$ cat src/cbt_params.svh
// Constants of the bit timing block: offsets, field positions, reset values, timing.
// Assumes inclusion by bare name from any file that needs them.
`ifndef CBT_PARAMS_SVH
`define CBT_PARAMS_SVH

// ----------------------------------------
// Register byte offsets
// ----------------------------------------
`define CBT_OFS_PRESCALE_JUMP 5'h00
`define CBT_OFS_SEGMENTS_SAMPLING 5'h04
`define CBT_OFS_CONTROL 5'h08
`define CBT_OFS_STATUS 5'h0c
`define CBT_OFS_BIT_PERIOD 5'h10

// ----------------------------------------
// Field positions
// ----------------------------------------
`define CBT_JUMP_MSB 7
`define CBT_JUMP_LSB 6
`define CBT_PRESC_MSB 5
`define CBT_PRESC_LSB 0
`define CBT_TRIPLE_BIT 7
`define CBT_SEG2_MSB 6
`define CBT_SEG2_LSB 4
`define CBT_SEG1_MSB 3
`define CBT_SEG1_LSB 0
`define CBT_CTL_INIT_REQ_BIT 0
`define CBT_CTL_CLK_SEL_BIT 1
`define CBT_STS_INIT_ACK_BIT 0
`define CBT_STS_BIT_VALUE_BIT 1
`define CBT_STS_BAD_CFG_BIT 2

// ----------------------------------------
// Reset values
// ----------------------------------------
`define CBT_RST_PRESCALE_JUMP 8'h00
`define CBT_RST_SEGMENTS_SAMPLING 8'h00
`define CBT_RST_INIT_REQ 1'b1
`define CBT_RST_CLK_SEL 1'b0

// ----------------------------------------
// Timing
// ----------------------------------------
`define CBT_CLK_PERIOD_NS 10
`define CBT_INIT_ACK_DELAY_NS 10
`define CBT_INIT_ACK_CYCLES ((`CBT_INIT_ACK_DELAY_NS + `CBT_CLK_PERIOD_NS - 1) / `CBT_CLK_PERIOD_NS)
`define CBT_SEG1_MIN_CODE 4'h3
`define CBT_SEG1_MIN_TRIPLE_CODE 4'h3

`endif

$ cat src/cbt_pkg.sv
// Types shared by the bit timing block.
// Assumes nothing beyond a SystemVerilog compiler.
package cbt_pkg;

  // ----------------------------------------
  // Bit timer phases
  // ----------------------------------------
  typedef enum logic [1:0] {
    CBT_SYNC = 2'b00,
    CBT_SEG1 = 2'b01,
    CBT_SEG2 = 2'b10
  } cbt_phase_type;

endpackage

$ cat src/cbt_timing_if.sv
// Interface carrying configuration and bit timing results between block modules.
// Assumes one clock; all signals synchronous to it.
`timescale 1ns/1ps
`default_nettype none
interface cbt_timing_if;
  logic ce;
  logic run;
  logic clk_sel;
  logic osc_tick;
  logic bus_tick;
  logic [5:0] presc;
  logic [1:0] jump;
  logic triple;
  logic [2:0] seg2;
  logic [3:0] seg1;
  logic rx;
  logic tq_tick;
  logic bit_value;
  logic sample_pulse;
  logic bit_start;
  logic resynced;

  modport ctl (output ce, run, clk_sel, osc_tick, bus_tick, presc, jump, triple, seg2, seg1,
    rx, input tq_tick, bit_value, sample_pulse, bit_start, resynced);
  modport qgen (input ce, run, clk_sel, osc_tick, bus_tick, presc, output tq_tick);
  modport btim (input ce, run, jump, triple, seg2, seg1, rx, tq_tick,
    output bit_value, sample_pulse, bit_start, resynced);
endinterface
`default_nettype wire

$ cat src/cbt_quantum_gen.sv
// Time quantum generator: selects the module clock tick and divides it.
// Assumes oscillator and bus ticks are one-cycle enables on the system clock.
`timescale 1ns/1ps
`default_nettype none
`include "cbt_params.svh"
module cbt_quantum_gen (
  // Clock and reset
  input wire logic clk,
  input wire logic srst,
  // Configuration and tick
  cbt_timing_if.qgen t
);
  logic [5:0] cnt_q;
  logic tq_q;
  logic src_tick;

  assign src_tick = t.clk_sel ? t.bus_tick : t.osc_tick;
  assign t.tq_tick = tq_q;

  // ----------------------------------------
  // Prescaler
  // ----------------------------------------
  always_ff @(posedge clk) begin
    if (srst) begin
      cnt_q <= 6'h00;
      tq_q <= 1'b0;
    end else if (t.ce) begin
      tq_q <= 1'b0;
      if (!t.run) begin
        cnt_q <= 6'h00;
      end else if (src_tick) begin
        if (cnt_q >= t.presc) begin
          cnt_q <= 6'h00;
          tq_q <= 1'b1;
        end else begin
          cnt_q <= cnt_q + 6'h01;
        end
      end
    end
  end
endmodule
`default_nettype wire

$ cat src/cbt_bit_timer.sv
// Bit timer: sync, first and second segment, sampling and resynchronisation.
// Assumes rx is synchronous and the quantum tick is a one-cycle pulse.
`timescale 1ns/1ps
`default_nettype none
`include "cbt_params.svh"
module cbt_bit_timer (
  // Clock and reset
  input wire logic clk,
  input wire logic srst,
  // Configuration and results
  cbt_timing_if.btim t
);
  cbt_pkg::cbt_phase_type phase_q;
  logic [4:0] cnt_q;
  logic [4:0] seg1_lim_q;
  logic [3:0] seg2_lim_q;
  logic [1:0] smp_q;
  logic rx_prev_q;
  logic resync_done_q;
  logic bit_q;
  logic sample_q;
  logic start_q;
  logic resync_q;
  logic edge_seen;
  logic maj;
  logic [4:0] jump_len;
  logic [4:0] seg1_base;
  logic [3:0] seg2_left;

  assign edge_seen = rx_prev_q && !t.rx && !resync_done_q;
  assign maj = (smp_q[1] & smp_q[0]) | (smp_q[1] & t.rx) | (smp_q[0] & t.rx);
  assign jump_len = {3'b000, t.jump} + 5'h01;
  assign seg1_base = {1'b0, t.seg1} + 5'h01;
  assign seg2_left = seg2_lim_q - cnt_q[3:0] - 4'h1;
  assign t.bit_value = bit_q;
  assign t.sample_pulse = sample_q;
  assign t.bit_start = start_q;
  assign t.resynced = resync_q;

  // ----------------------------------------
  // Phase sequencing
  // ----------------------------------------
  always_ff @(posedge clk) begin
    if (srst) begin
      phase_q <= cbt_pkg::CBT_SYNC;
      cnt_q <= 5'h00;
      seg1_lim_q <= 5'h01;
      seg2_lim_q <= 4'h1;
      smp_q <= 2'b11;
      rx_prev_q <= 1'b1;
      resync_done_q <= 1'b0;
      bit_q <= 1'b1;
      sample_q <= 1'b0;
      start_q <= 1'b0;
      resync_q <= 1'b0;
    end else if (t.ce) begin
      sample_q <= 1'b0;
      start_q <= 1'b0;
      resync_q <= 1'b0;
      if (!t.run) begin
        phase_q <= cbt_pkg::CBT_SYNC;
        cnt_q <= 5'h00;
        rx_prev_q <= 1'b1;
        resync_done_q <= 1'b0;
      end else if (t.tq_tick) begin
        rx_prev_q <= t.rx;
        case (phase_q)
          cbt_pkg::CBT_SYNC: begin
            phase_q <= cbt_pkg::CBT_SEG1;
            cnt_q <= 5'h00;
            seg1_lim_q <= seg1_base;
            seg2_lim_q <= {1'b0, t.seg2} + 4'h1;
            resync_done_q <= 1'b0;
            start_q <= 1'b1;
          end
          cbt_pkg::CBT_SEG1: begin
            smp_q <= {smp_q[0], t.rx};
            if (edge_seen) begin
              seg1_lim_q <= seg1_base + ((cnt_q + 5'h01 < jump_len) ? cnt_q + 5'h01 : jump_len);
              resync_done_q <= 1'b1;
              resync_q <= 1'b1;
              cnt_q <= cnt_q + 5'h01;
            end else if (cnt_q + 5'h01 >= seg1_lim_q) begin
              bit_q <= t.triple ? maj : t.rx;
              sample_q <= 1'b1;
              phase_q <= cbt_pkg::CBT_SEG2;
              cnt_q <= 5'h00;
            end else begin
              cnt_q <= cnt_q + 5'h01;
            end
          end
          cbt_pkg::CBT_SEG2: begin
            if (edge_seen && ({1'b0, seg2_left} <= jump_len)) begin
              phase_q <= cbt_pkg::CBT_SEG1;
              cnt_q <= 5'h00;
              seg1_lim_q <= seg1_base;
              seg2_lim_q <= {1'b0, t.seg2} + 4'h1;
              resync_done_q <= 1'b0;
              start_q <= 1'b1;
              resync_q <= 1'b1;
            end else if (edge_seen) begin
              seg2_lim_q <= seg2_lim_q - jump_len[3:0];
              resync_done_q <= 1'b1;
              resync_q <= 1'b1;
              cnt_q <= cnt_q + 5'h01;
            end else if (cnt_q[3:0] + 4'h1 >= seg2_lim_q) begin
              phase_q <= cbt_pkg::CBT_SYNC;
              cnt_q <= 5'h00;
            end else begin
              cnt_q <= cnt_q + 5'h01;
            end
          end
          default: begin
            phase_q <= cbt_pkg::CBT_SYNC;
            cnt_q <= 5'h00;
          end
        endcase
      end
    end
  end
endmodule
`default_nettype wire

$ cat src/cbt_top.sv
// Top of the CAN bit timing block with an Avalon-MM register slave.
// Assumes all inputs synchronous to CLK; module clock ticks are one-cycle enables.
//
// Summary of operation
// - Jump width field plus one quanta, 1 to 4
// - Prescaler field plus one divides module clock
// - Timing registers writable only in initialization mode
// - Single sample or three-sample majority per bit
// - Second segment field plus one, code zero invalid
// - First segment field plus one, codes 0-2 invalid
// - Bit period is prescale times total quanta
// - Clock select: oscillator zero, bus clock one
//
// Our own choices: the register offsets and register access over Avalon-MM.
`timescale 1ns/1ps
`default_nettype none
`include "cbt_params.svh"
module cbt_top (
  // Clock, reset, enable
  input wire logic CLK,
  input wire logic SRST,
  input wire logic CE,
  // Module clock sources
  input wire logic OSC_TICK,
  input wire logic BUS_TICK,
  // CAN receive line
  input wire logic RXD,
  // Avalon-MM slave
  input wire logic [4:0] AVS_ADDRESS,
  input wire logic AVS_READ,
  input wire logic AVS_WRITE,
  input wire logic [3:0] AVS_BYTEENABLE,
  input wire logic [31:0] AVS_WRITEDATA,
  output logic [31:0] AVS_READDATA,
  output logic AVS_WAITREQUEST,
  // Timing results
  output logic TQ_TICK,
  output logic RX_BIT,
  output logic BIT_SAMPLE,
  output logic BIT_START,
  output logic INIT_ACK
);
  cbt_timing_if t ();

  logic [7:0] prescale_jump_q;
  logic [7:0] segments_sampling_q;
  logic init_req_q;
  logic init_ack_q;
  logic clk_sel_q;
  logic wait_q;
  logic [31:0] rdata_q;
  logic [31:0] rdata_d;
  logic [15:0] period_q;
  logic [15:0] period_d;
  logic [15:0] measured_q;
  logic [15:0] mod_cnt_q;
  logic init_mode;
  logic req;
  logic wr_fire;
  logic wr_lane0;
  logic bad_cfg;
  logic mod_tick;

  // ----------------------------------------
  // Field decode to the timing engine
  // ----------------------------------------
  assign init_mode = init_req_q && init_ack_q;
  assign t.ce = CE;
  assign t.run = !init_ack_q;
  assign t.clk_sel = clk_sel_q;
  assign t.osc_tick = OSC_TICK;
  assign t.bus_tick = BUS_TICK;
  assign t.presc = prescale_jump_q[`CBT_PRESC_MSB:`CBT_PRESC_LSB];
  assign t.jump = prescale_jump_q[`CBT_JUMP_MSB:`CBT_JUMP_LSB];
  assign t.triple = segments_sampling_q[`CBT_TRIPLE_BIT];
  assign t.seg2 = segments_sampling_q[`CBT_SEG2_MSB:`CBT_SEG2_LSB];
  assign t.seg1 = segments_sampling_q[`CBT_SEG1_MSB:`CBT_SEG1_LSB];
  assign t.rx = RXD;
  assign mod_tick = clk_sel_q ? BUS_TICK : OSC_TICK;

  cbt_quantum_gen u_qgen (
    .clk (CLK),
    .srst (SRST),
    .t (t.qgen)
  );

  cbt_bit_timer u_btim (
    .clk (CLK),
    .srst (SRST),
    .t (t.btim)
  );

  // Submodule outputs are flops already
  assign TQ_TICK = t.tq_tick;
  assign RX_BIT = t.bit_value;
  assign BIT_SAMPLE = t.sample_pulse;
  assign BIT_START = t.bit_start;
  assign INIT_ACK = init_ack_q;
  assign AVS_READDATA = rdata_q;
  assign AVS_WAITREQUEST = wait_q;

  // Settings that software must not program; flagged, not corrected
  assign bad_cfg = (t.seg2 == 3'h0)
    || (t.seg1 < `CBT_SEG1_MIN_CODE)
    || (t.triple && t.seg1 < `CBT_SEG1_MIN_TRIPLE_CODE);

  // Nominal bit period in module clock ticks
  assign period_d = 16'({10'h000, t.presc} + 16'h0001)
    * (16'h0003 + {12'h000, t.seg1} + {13'h0000, t.seg2});

  // ----------------------------------------
  // Avalon-MM handshake
  // ----------------------------------------
  // Fixed one wait state keeps read data a plain register
  assign req = AVS_READ || AVS_WRITE;
  assign wr_fire = CE && AVS_WRITE && !wait_q;
  assign wr_lane0 = wr_fire && AVS_BYTEENABLE[0];

  always_ff @(posedge CLK) begin
    if (SRST) begin
      wait_q <= 1'b1;
    end else if (CE) begin
      wait_q <= !(req && wait_q);
    end
  end

  always_comb begin
    rdata_d = 32'h0000_0000;
    case (AVS_ADDRESS)
      `CBT_OFS_PRESCALE_JUMP: begin
        rdata_d[7:0] = prescale_jump_q;
      end
      `CBT_OFS_SEGMENTS_SAMPLING: begin
        rdata_d[7:0] = segments_sampling_q;
      end
      `CBT_OFS_CONTROL: begin
        rdata_d[`CBT_CTL_INIT_REQ_BIT] = init_req_q;
        rdata_d[`CBT_CTL_CLK_SEL_BIT] = clk_sel_q;
      end
      `CBT_OFS_STATUS: begin
        rdata_d[`CBT_STS_INIT_ACK_BIT] = init_ack_q;
        rdata_d[`CBT_STS_BIT_VALUE_BIT] = t.bit_value;
        rdata_d[`CBT_STS_BAD_CFG_BIT] = bad_cfg;
      end
      `CBT_OFS_BIT_PERIOD: begin
        rdata_d = {measured_q, period_q};
      end
      default: begin
        rdata_d = 32'h0000_0000;
      end
    endcase
  end

  always_ff @(posedge CLK) begin
    if (SRST) begin
      rdata_q <= 32'h0000_0000;
    end else if (CE && AVS_READ && wait_q) begin
      rdata_q <= rdata_d;
    end
  end

  // ----------------------------------------
  // Timing registers
  // ----------------------------------------
  always_ff @(posedge CLK) begin
    if (SRST) begin
      prescale_jump_q <= `CBT_RST_PRESCALE_JUMP;
      segments_sampling_q <= `CBT_RST_SEGMENTS_SAMPLING;
    end else if (wr_lane0 && init_mode) begin
      if (AVS_ADDRESS == `CBT_OFS_PRESCALE_JUMP) begin
        prescale_jump_q <= AVS_WRITEDATA[7:0];
      end
      if (AVS_ADDRESS == `CBT_OFS_SEGMENTS_SAMPLING) begin
        segments_sampling_q <= AVS_WRITEDATA[7:0];
      end
    end
  end

  // ----------------------------------------
  // Initialization handshake and clock select
  // ----------------------------------------
  always_ff @(posedge CLK) begin
    if (SRST) begin
      init_req_q <= `CBT_RST_INIT_REQ;
      clk_sel_q <= `CBT_RST_CLK_SEL;
    end else if (wr_lane0 && AVS_ADDRESS == `CBT_OFS_CONTROL) begin
      init_req_q <= AVS_WRITEDATA[`CBT_CTL_INIT_REQ_BIT];
      if (init_mode) begin
        clk_sel_q <= AVS_WRITEDATA[`CBT_CTL_CLK_SEL_BIT];
      end
    end
  end

  // Acknowledge trails the request so timing settles before writes open
  always_ff @(posedge CLK) begin
    if (SRST) begin
      init_ack_q <= `CBT_RST_INIT_REQ;
    end else if (CE) begin
      init_ack_q <= init_req_q;
    end
  end

  // ----------------------------------------
  // Period readback
  // ----------------------------------------
  always_ff @(posedge CLK) begin
    if (SRST) begin
      period_q <= 16'h0000;
    end else if (CE) begin
      period_q <= period_d;
    end
  end

  // Measured ticks between bit starts; resynced bits included as they fall
  always_ff @(posedge CLK) begin
    if (SRST) begin
      mod_cnt_q <= 16'h0000;
      measured_q <= 16'h0000;
    end else if (CE) begin
      if (!t.run) begin
        mod_cnt_q <= 16'h0000;
      end else if (t.bit_start) begin
        measured_q <= mod_cnt_q;
        mod_cnt_q <= {15'h0000, mod_tick};
      end else if (mod_tick) begin
        mod_cnt_q <= mod_cnt_q + 16'h0001;
      end
    end
  end
endmodule
`default_nettype wire

$ cat config.mk
export PLATFORM = sky130hd
export DESIGN_NAME = cbt_top
export DESIGN_NICKNAME = d
export VERILOG_FILES = /design/src/cbt_pkg.sv /design/src/cbt_timing_if.sv /design/src/cbt_quantum_gen.sv /design/src/cbt_bit_timer.sv /design/src/cbt_top.sv
export VERILOG_INCLUDE_DIRS = /design/src
export SDC_FILE = /design/constraint.sdc
export NUM_CORES = 1
export LEC_CHECK = 0
export BUFFER_PORTS_ARGS = -buffer_cell sky130_fd_sc_hd__buf_2
export CAP_MARGIN = 20
export CORE_AREA = 2 2 121 123
export DETAILED_ROUTE_END_ITERATION = 16
export DIE_AREA = 0 0 123 125
export PLACE_DENSITY = 0.76
export SYNTH_ARGS = -nofsm -noshare
export SYNTH_HDL_FRONTEND = slang
export SYNTH_SLANG_ARGS = --single-unit
$ cat constraint.sdc
create_clock -name CLK -period 4.2 [get_ports CLK]
set_input_delay 0.63 -clock CLK [delete_from_list [all_inputs] [get_ports CLK]]
set_output_delay 0.63 -clock CLK [all_outputs]
set_load 0.1 [all_outputs]
==> results.py <==
metrics = {
    "floorplanning": {
        "fp.dieW_um": 123,
        "fp-row-count": 44,
        "start_util": 0.528,
        "dieArea_um2": 15400,
        "core_region_area_um2": 14200,
        "io_pins": 87,
        "die-height_um": 125,
    },
    "synth": {
        "yosys_warnings": 0,
        "synth_top_area_frac": 0.331,
        "synth_edf_count": 0,
        "synth_ff_type": "dfxtp_1",
        "synth.area.top_cells": "dfxtp_1 (33%), ha_1 (12%), nor2_1 (6.0%), fa_1 (5.3%), nand2_1 (4.2%)",
        "async_reset_ff_frac": 0,
        "postSynthCellCount": 893,
        "yosysTopAreaCell": "dfxtp_1",
        "yosys_register_bits": 124,
        "ys_seq_area_frac": 0.331,
        "synth.distinct_cells": 59,
        "syn_area_um2": 7500,
        "synth.most_common_cell": "dfxtp_1",
        "yosys-top-cells-count": "dfxtp_1 (124), nor2_1 (119), nand2_1 (84), inv_1 (77), ha_1 (74)",
        "avgSynthCellArea_um2": 8.40,
    },
    "clocking": {
        "cts.sinks": 124,
        "cts_max_path_buffers": 2,
        "ctsHoldBuffers": 0,
        "clkLatencyLatePin_ns": 0.43,
        "cts_tree": "yes",
        "cts-buffers-inserted": 17,
        "cts_root_buf": "clkbuf_16",
        "clk_pin_slew_ns": 0.06,
        "h-tree-depth": 4,
    },
    "outcome": {
        "failed_checks": "negative setup slack",
        "outcome": "finished with violations",
    },
    "layout": {
        "diodes": 0,
        "drive_gt1_frac": 0.176,
        "final_core_util": 0.632,
        "area_growth_pct": 19.6,
        "final_nets": 1123,
    },
    "drt": {
        "drc": 0,
        "num_vias": 6561,
        "firstDrtPassIters": 5,
        "routed_wl_um": 18100,
        "drtAntennaViolNets": 0,
        "initialDrtViolationCount": 608,
        "post_drt_wl_per_cell_um": 15.4,
        "via_per_inst": 5.57,
    },
    "pwr": {
        "power_mw": 2.87,
        "ir_drop_mv": 0.378,
        "pwr_density_cell_nw_per_um2": 320,
        "total_leakage_power_nw": 3.86,
    },
    "place": {
        "dp_hpwl_um": 13200,
        "io_buffer_count": 56,
        "place_ws_ns": -0.233,
        "gp_congestion": 0.907,
    },
    "setup_path": {
        "ff2ff_path_depth": 18,
        "path_common_cell": "inv_2",
        "crit_chain": "inv_2 > ha_4 > inv_2 > ha_4 > fa_2 > inv_2 > nor2_2 > fa_1 > fa_1 > inv_2 > fa_1 > inv_2 > ha_4 > nand2_4 > o211ai_1 > o311ai_2 > mux2_4 > a31o_4",
        "cp.arrival_ns": 4.75,
        "crit_slowest_cell": "fa_2",
        "critPathMaxFanout": 5,
        "cpPeakStageDelay_ns": 0.61,
        "end_kind": "flop",
        "crit_required_ns": 4.52,
        "start_kind": "flop",
        "worstSetupPathType": "flop to flop",
    },
    "sta": {
        "final_max_slew_viol_count": 0,
        "slew_headroom": 0.353,
        "period_share": 1.06,
        "layout_min_cycle_time_ns": 4.43,
        "finalSetupViolCount": 5,
        "setup_slack_ns": -0.233,
        "skew_ns": 0.00705,
        "hold-worst-slack_ns": 0.456,
        "tightest_slew_ns": 0.961,
        "clock.fmax_ghz": 0.226,
        "timing.final.hold_violations": 0,
        "rsz0062_at_grt": "true",
    },
    "min_path": {
        "worstHoldPathType": "flop to flop",
        "min_path_cells": 2,
    },
    "global_routing": {
        "antenna_found_initial": 0,
        "grt_max_degree": 45,
        "grt_pass1_wl_um": 30300,
        "overflow": 0,
        "grt_usage": 0.249,
        "grt_pass1_vias": 6409,
    },
    "run": {
        "max-cap-violations": 0,
    },
}
[worst paths after layout]
check	slack, ns	startpoint	to
min reg2reg	0.46	measured_q[13]	measured_q[13]
max	-0.23	segments_sampling_q[1]	period_q[10]
max reg2reg	-0.23	segments_sampling_q[1]	period_q[10]
min	0.46	measured_q[13]	measured_q[13]
[metal layers]
| layer | wire length [um] | track usage | share of wire |
|---|---|---|---|
| met5 | 0 | 0 | 0 |
| met4 | 356 | 0.0976 | 0.020 |
| met3 | 944 | 0.0579 | 0.052 |
| met2 | 8400 | 0.390 | 0.46 |
| met1 | 8440 | 0.332 | 0.47 |
[layout make-up]
type / instances / area (um^2)
multi-input combinational: 656 / 4720
clock buffer: 19 / 443
sequential: 124 / 2480
inverter: 78 / 293
fill: 1226 / 5230
tap: 184 / 230
timing repair buffer: 103 / 641
clock inverter: 13 / 165
[registers in the layout (all words and copies together) (netlist names), 2 cells and up]
signal               flops
mod_cnt_q               16
u_qgen.cnt_q             6
AVS_READDATA            29
u_btim.cnt_q             5
prescale_jump_q          8
u_btim.seg2_lim_q        4
period_q                13
u_btim.phase_q           2
segments_sampling_q      8
measured_q              16
u_btim.smp_q             2
u_btim.seg1_lim_q        5
[placed cells by master, fill, tap and decap left out, drive strengths merged, types with 5 or more instances in the layout]
cell / netlist / final
xnor2: 17 / 17
a221oi: 5 / 5
fa: 20 / 20
nor2b: 11 / 11
clkbuf: 30 / 19
xor2: 16 / 16
and3: 9 / 9
a211oi: 8 / 8
nor2: 119 / 119
nor3b: 5 / 5
a21o: 10 / 10
o21ai: 32 / 32
o211ai: 9 / 9
nand3: 29 / 29
nand4: 8 / 8
nor3: 18 / 18
nand2: 84 / 84
ha: 74 / 74
inv: 77 / 80
mux2i: 29 / 29
nand2b: 12 / 12
a21oi: 52 / 52
buf: 8 / 103
a22oi: 23 / 23
dfxtp: 124 / 124
[where the power goes]
part | switching (mW) | total [mW] | internal [mW]
Combinational | 0.131 | 0.166 | 0.0356
Clock | 0.559 | 1.51 | 0.951
Sequential | 0.00828 | 1.19 | 1.19
Total | 0.699 | 2.87 | 2.17
[logic make-up after synthesis]
| family | after synthesis | share of synthesized area |
|---|---|---|
| buffers and inverters | 116 | 0.0602 |
| AOI/OAI and AO/OA | 176 | 0.156 |
| adders and majority gates | 94 | 0.177 |
| muxes | 33 | 0.0447 |
| DFF | 124 | 0.331 |
| xor gates and xnor gates | 33 | 0.0385 |
| other | 1 | 0.000500 |
| and+or+nand+nor | 316 | 0.192 |
[worst max-delay path: cells and delay by family (launching register included)]
family	cells	cell delay (ns)
flops	1	0.33
simple gates	2	0.14
fa+ha+maj	7	2.75
buf+inv	5	0.23
mux	1	0.32
compound gates	3	0.58
[stage by stage]
step                      setup TNS (ns)  instance area (um^2)  instances
after global routing               -1.85                  8970       1177
after global placement            -0.417                  8290       1144
final                             -0.819                  8970       1177
after detailed placement          -0.760                  8290       1144
after floorplan                  -0.0990                  7590        896
after CTS                         -0.814                  8930       1177
[timing repair]
action	CTS	global route
setup endpoints to repair	6	7
setup buffers	1	1
gates resized for setup	7	13
pin swaps	9	11
hold endpoints to repair	0	0
Power figures use the tool's default switching activity.
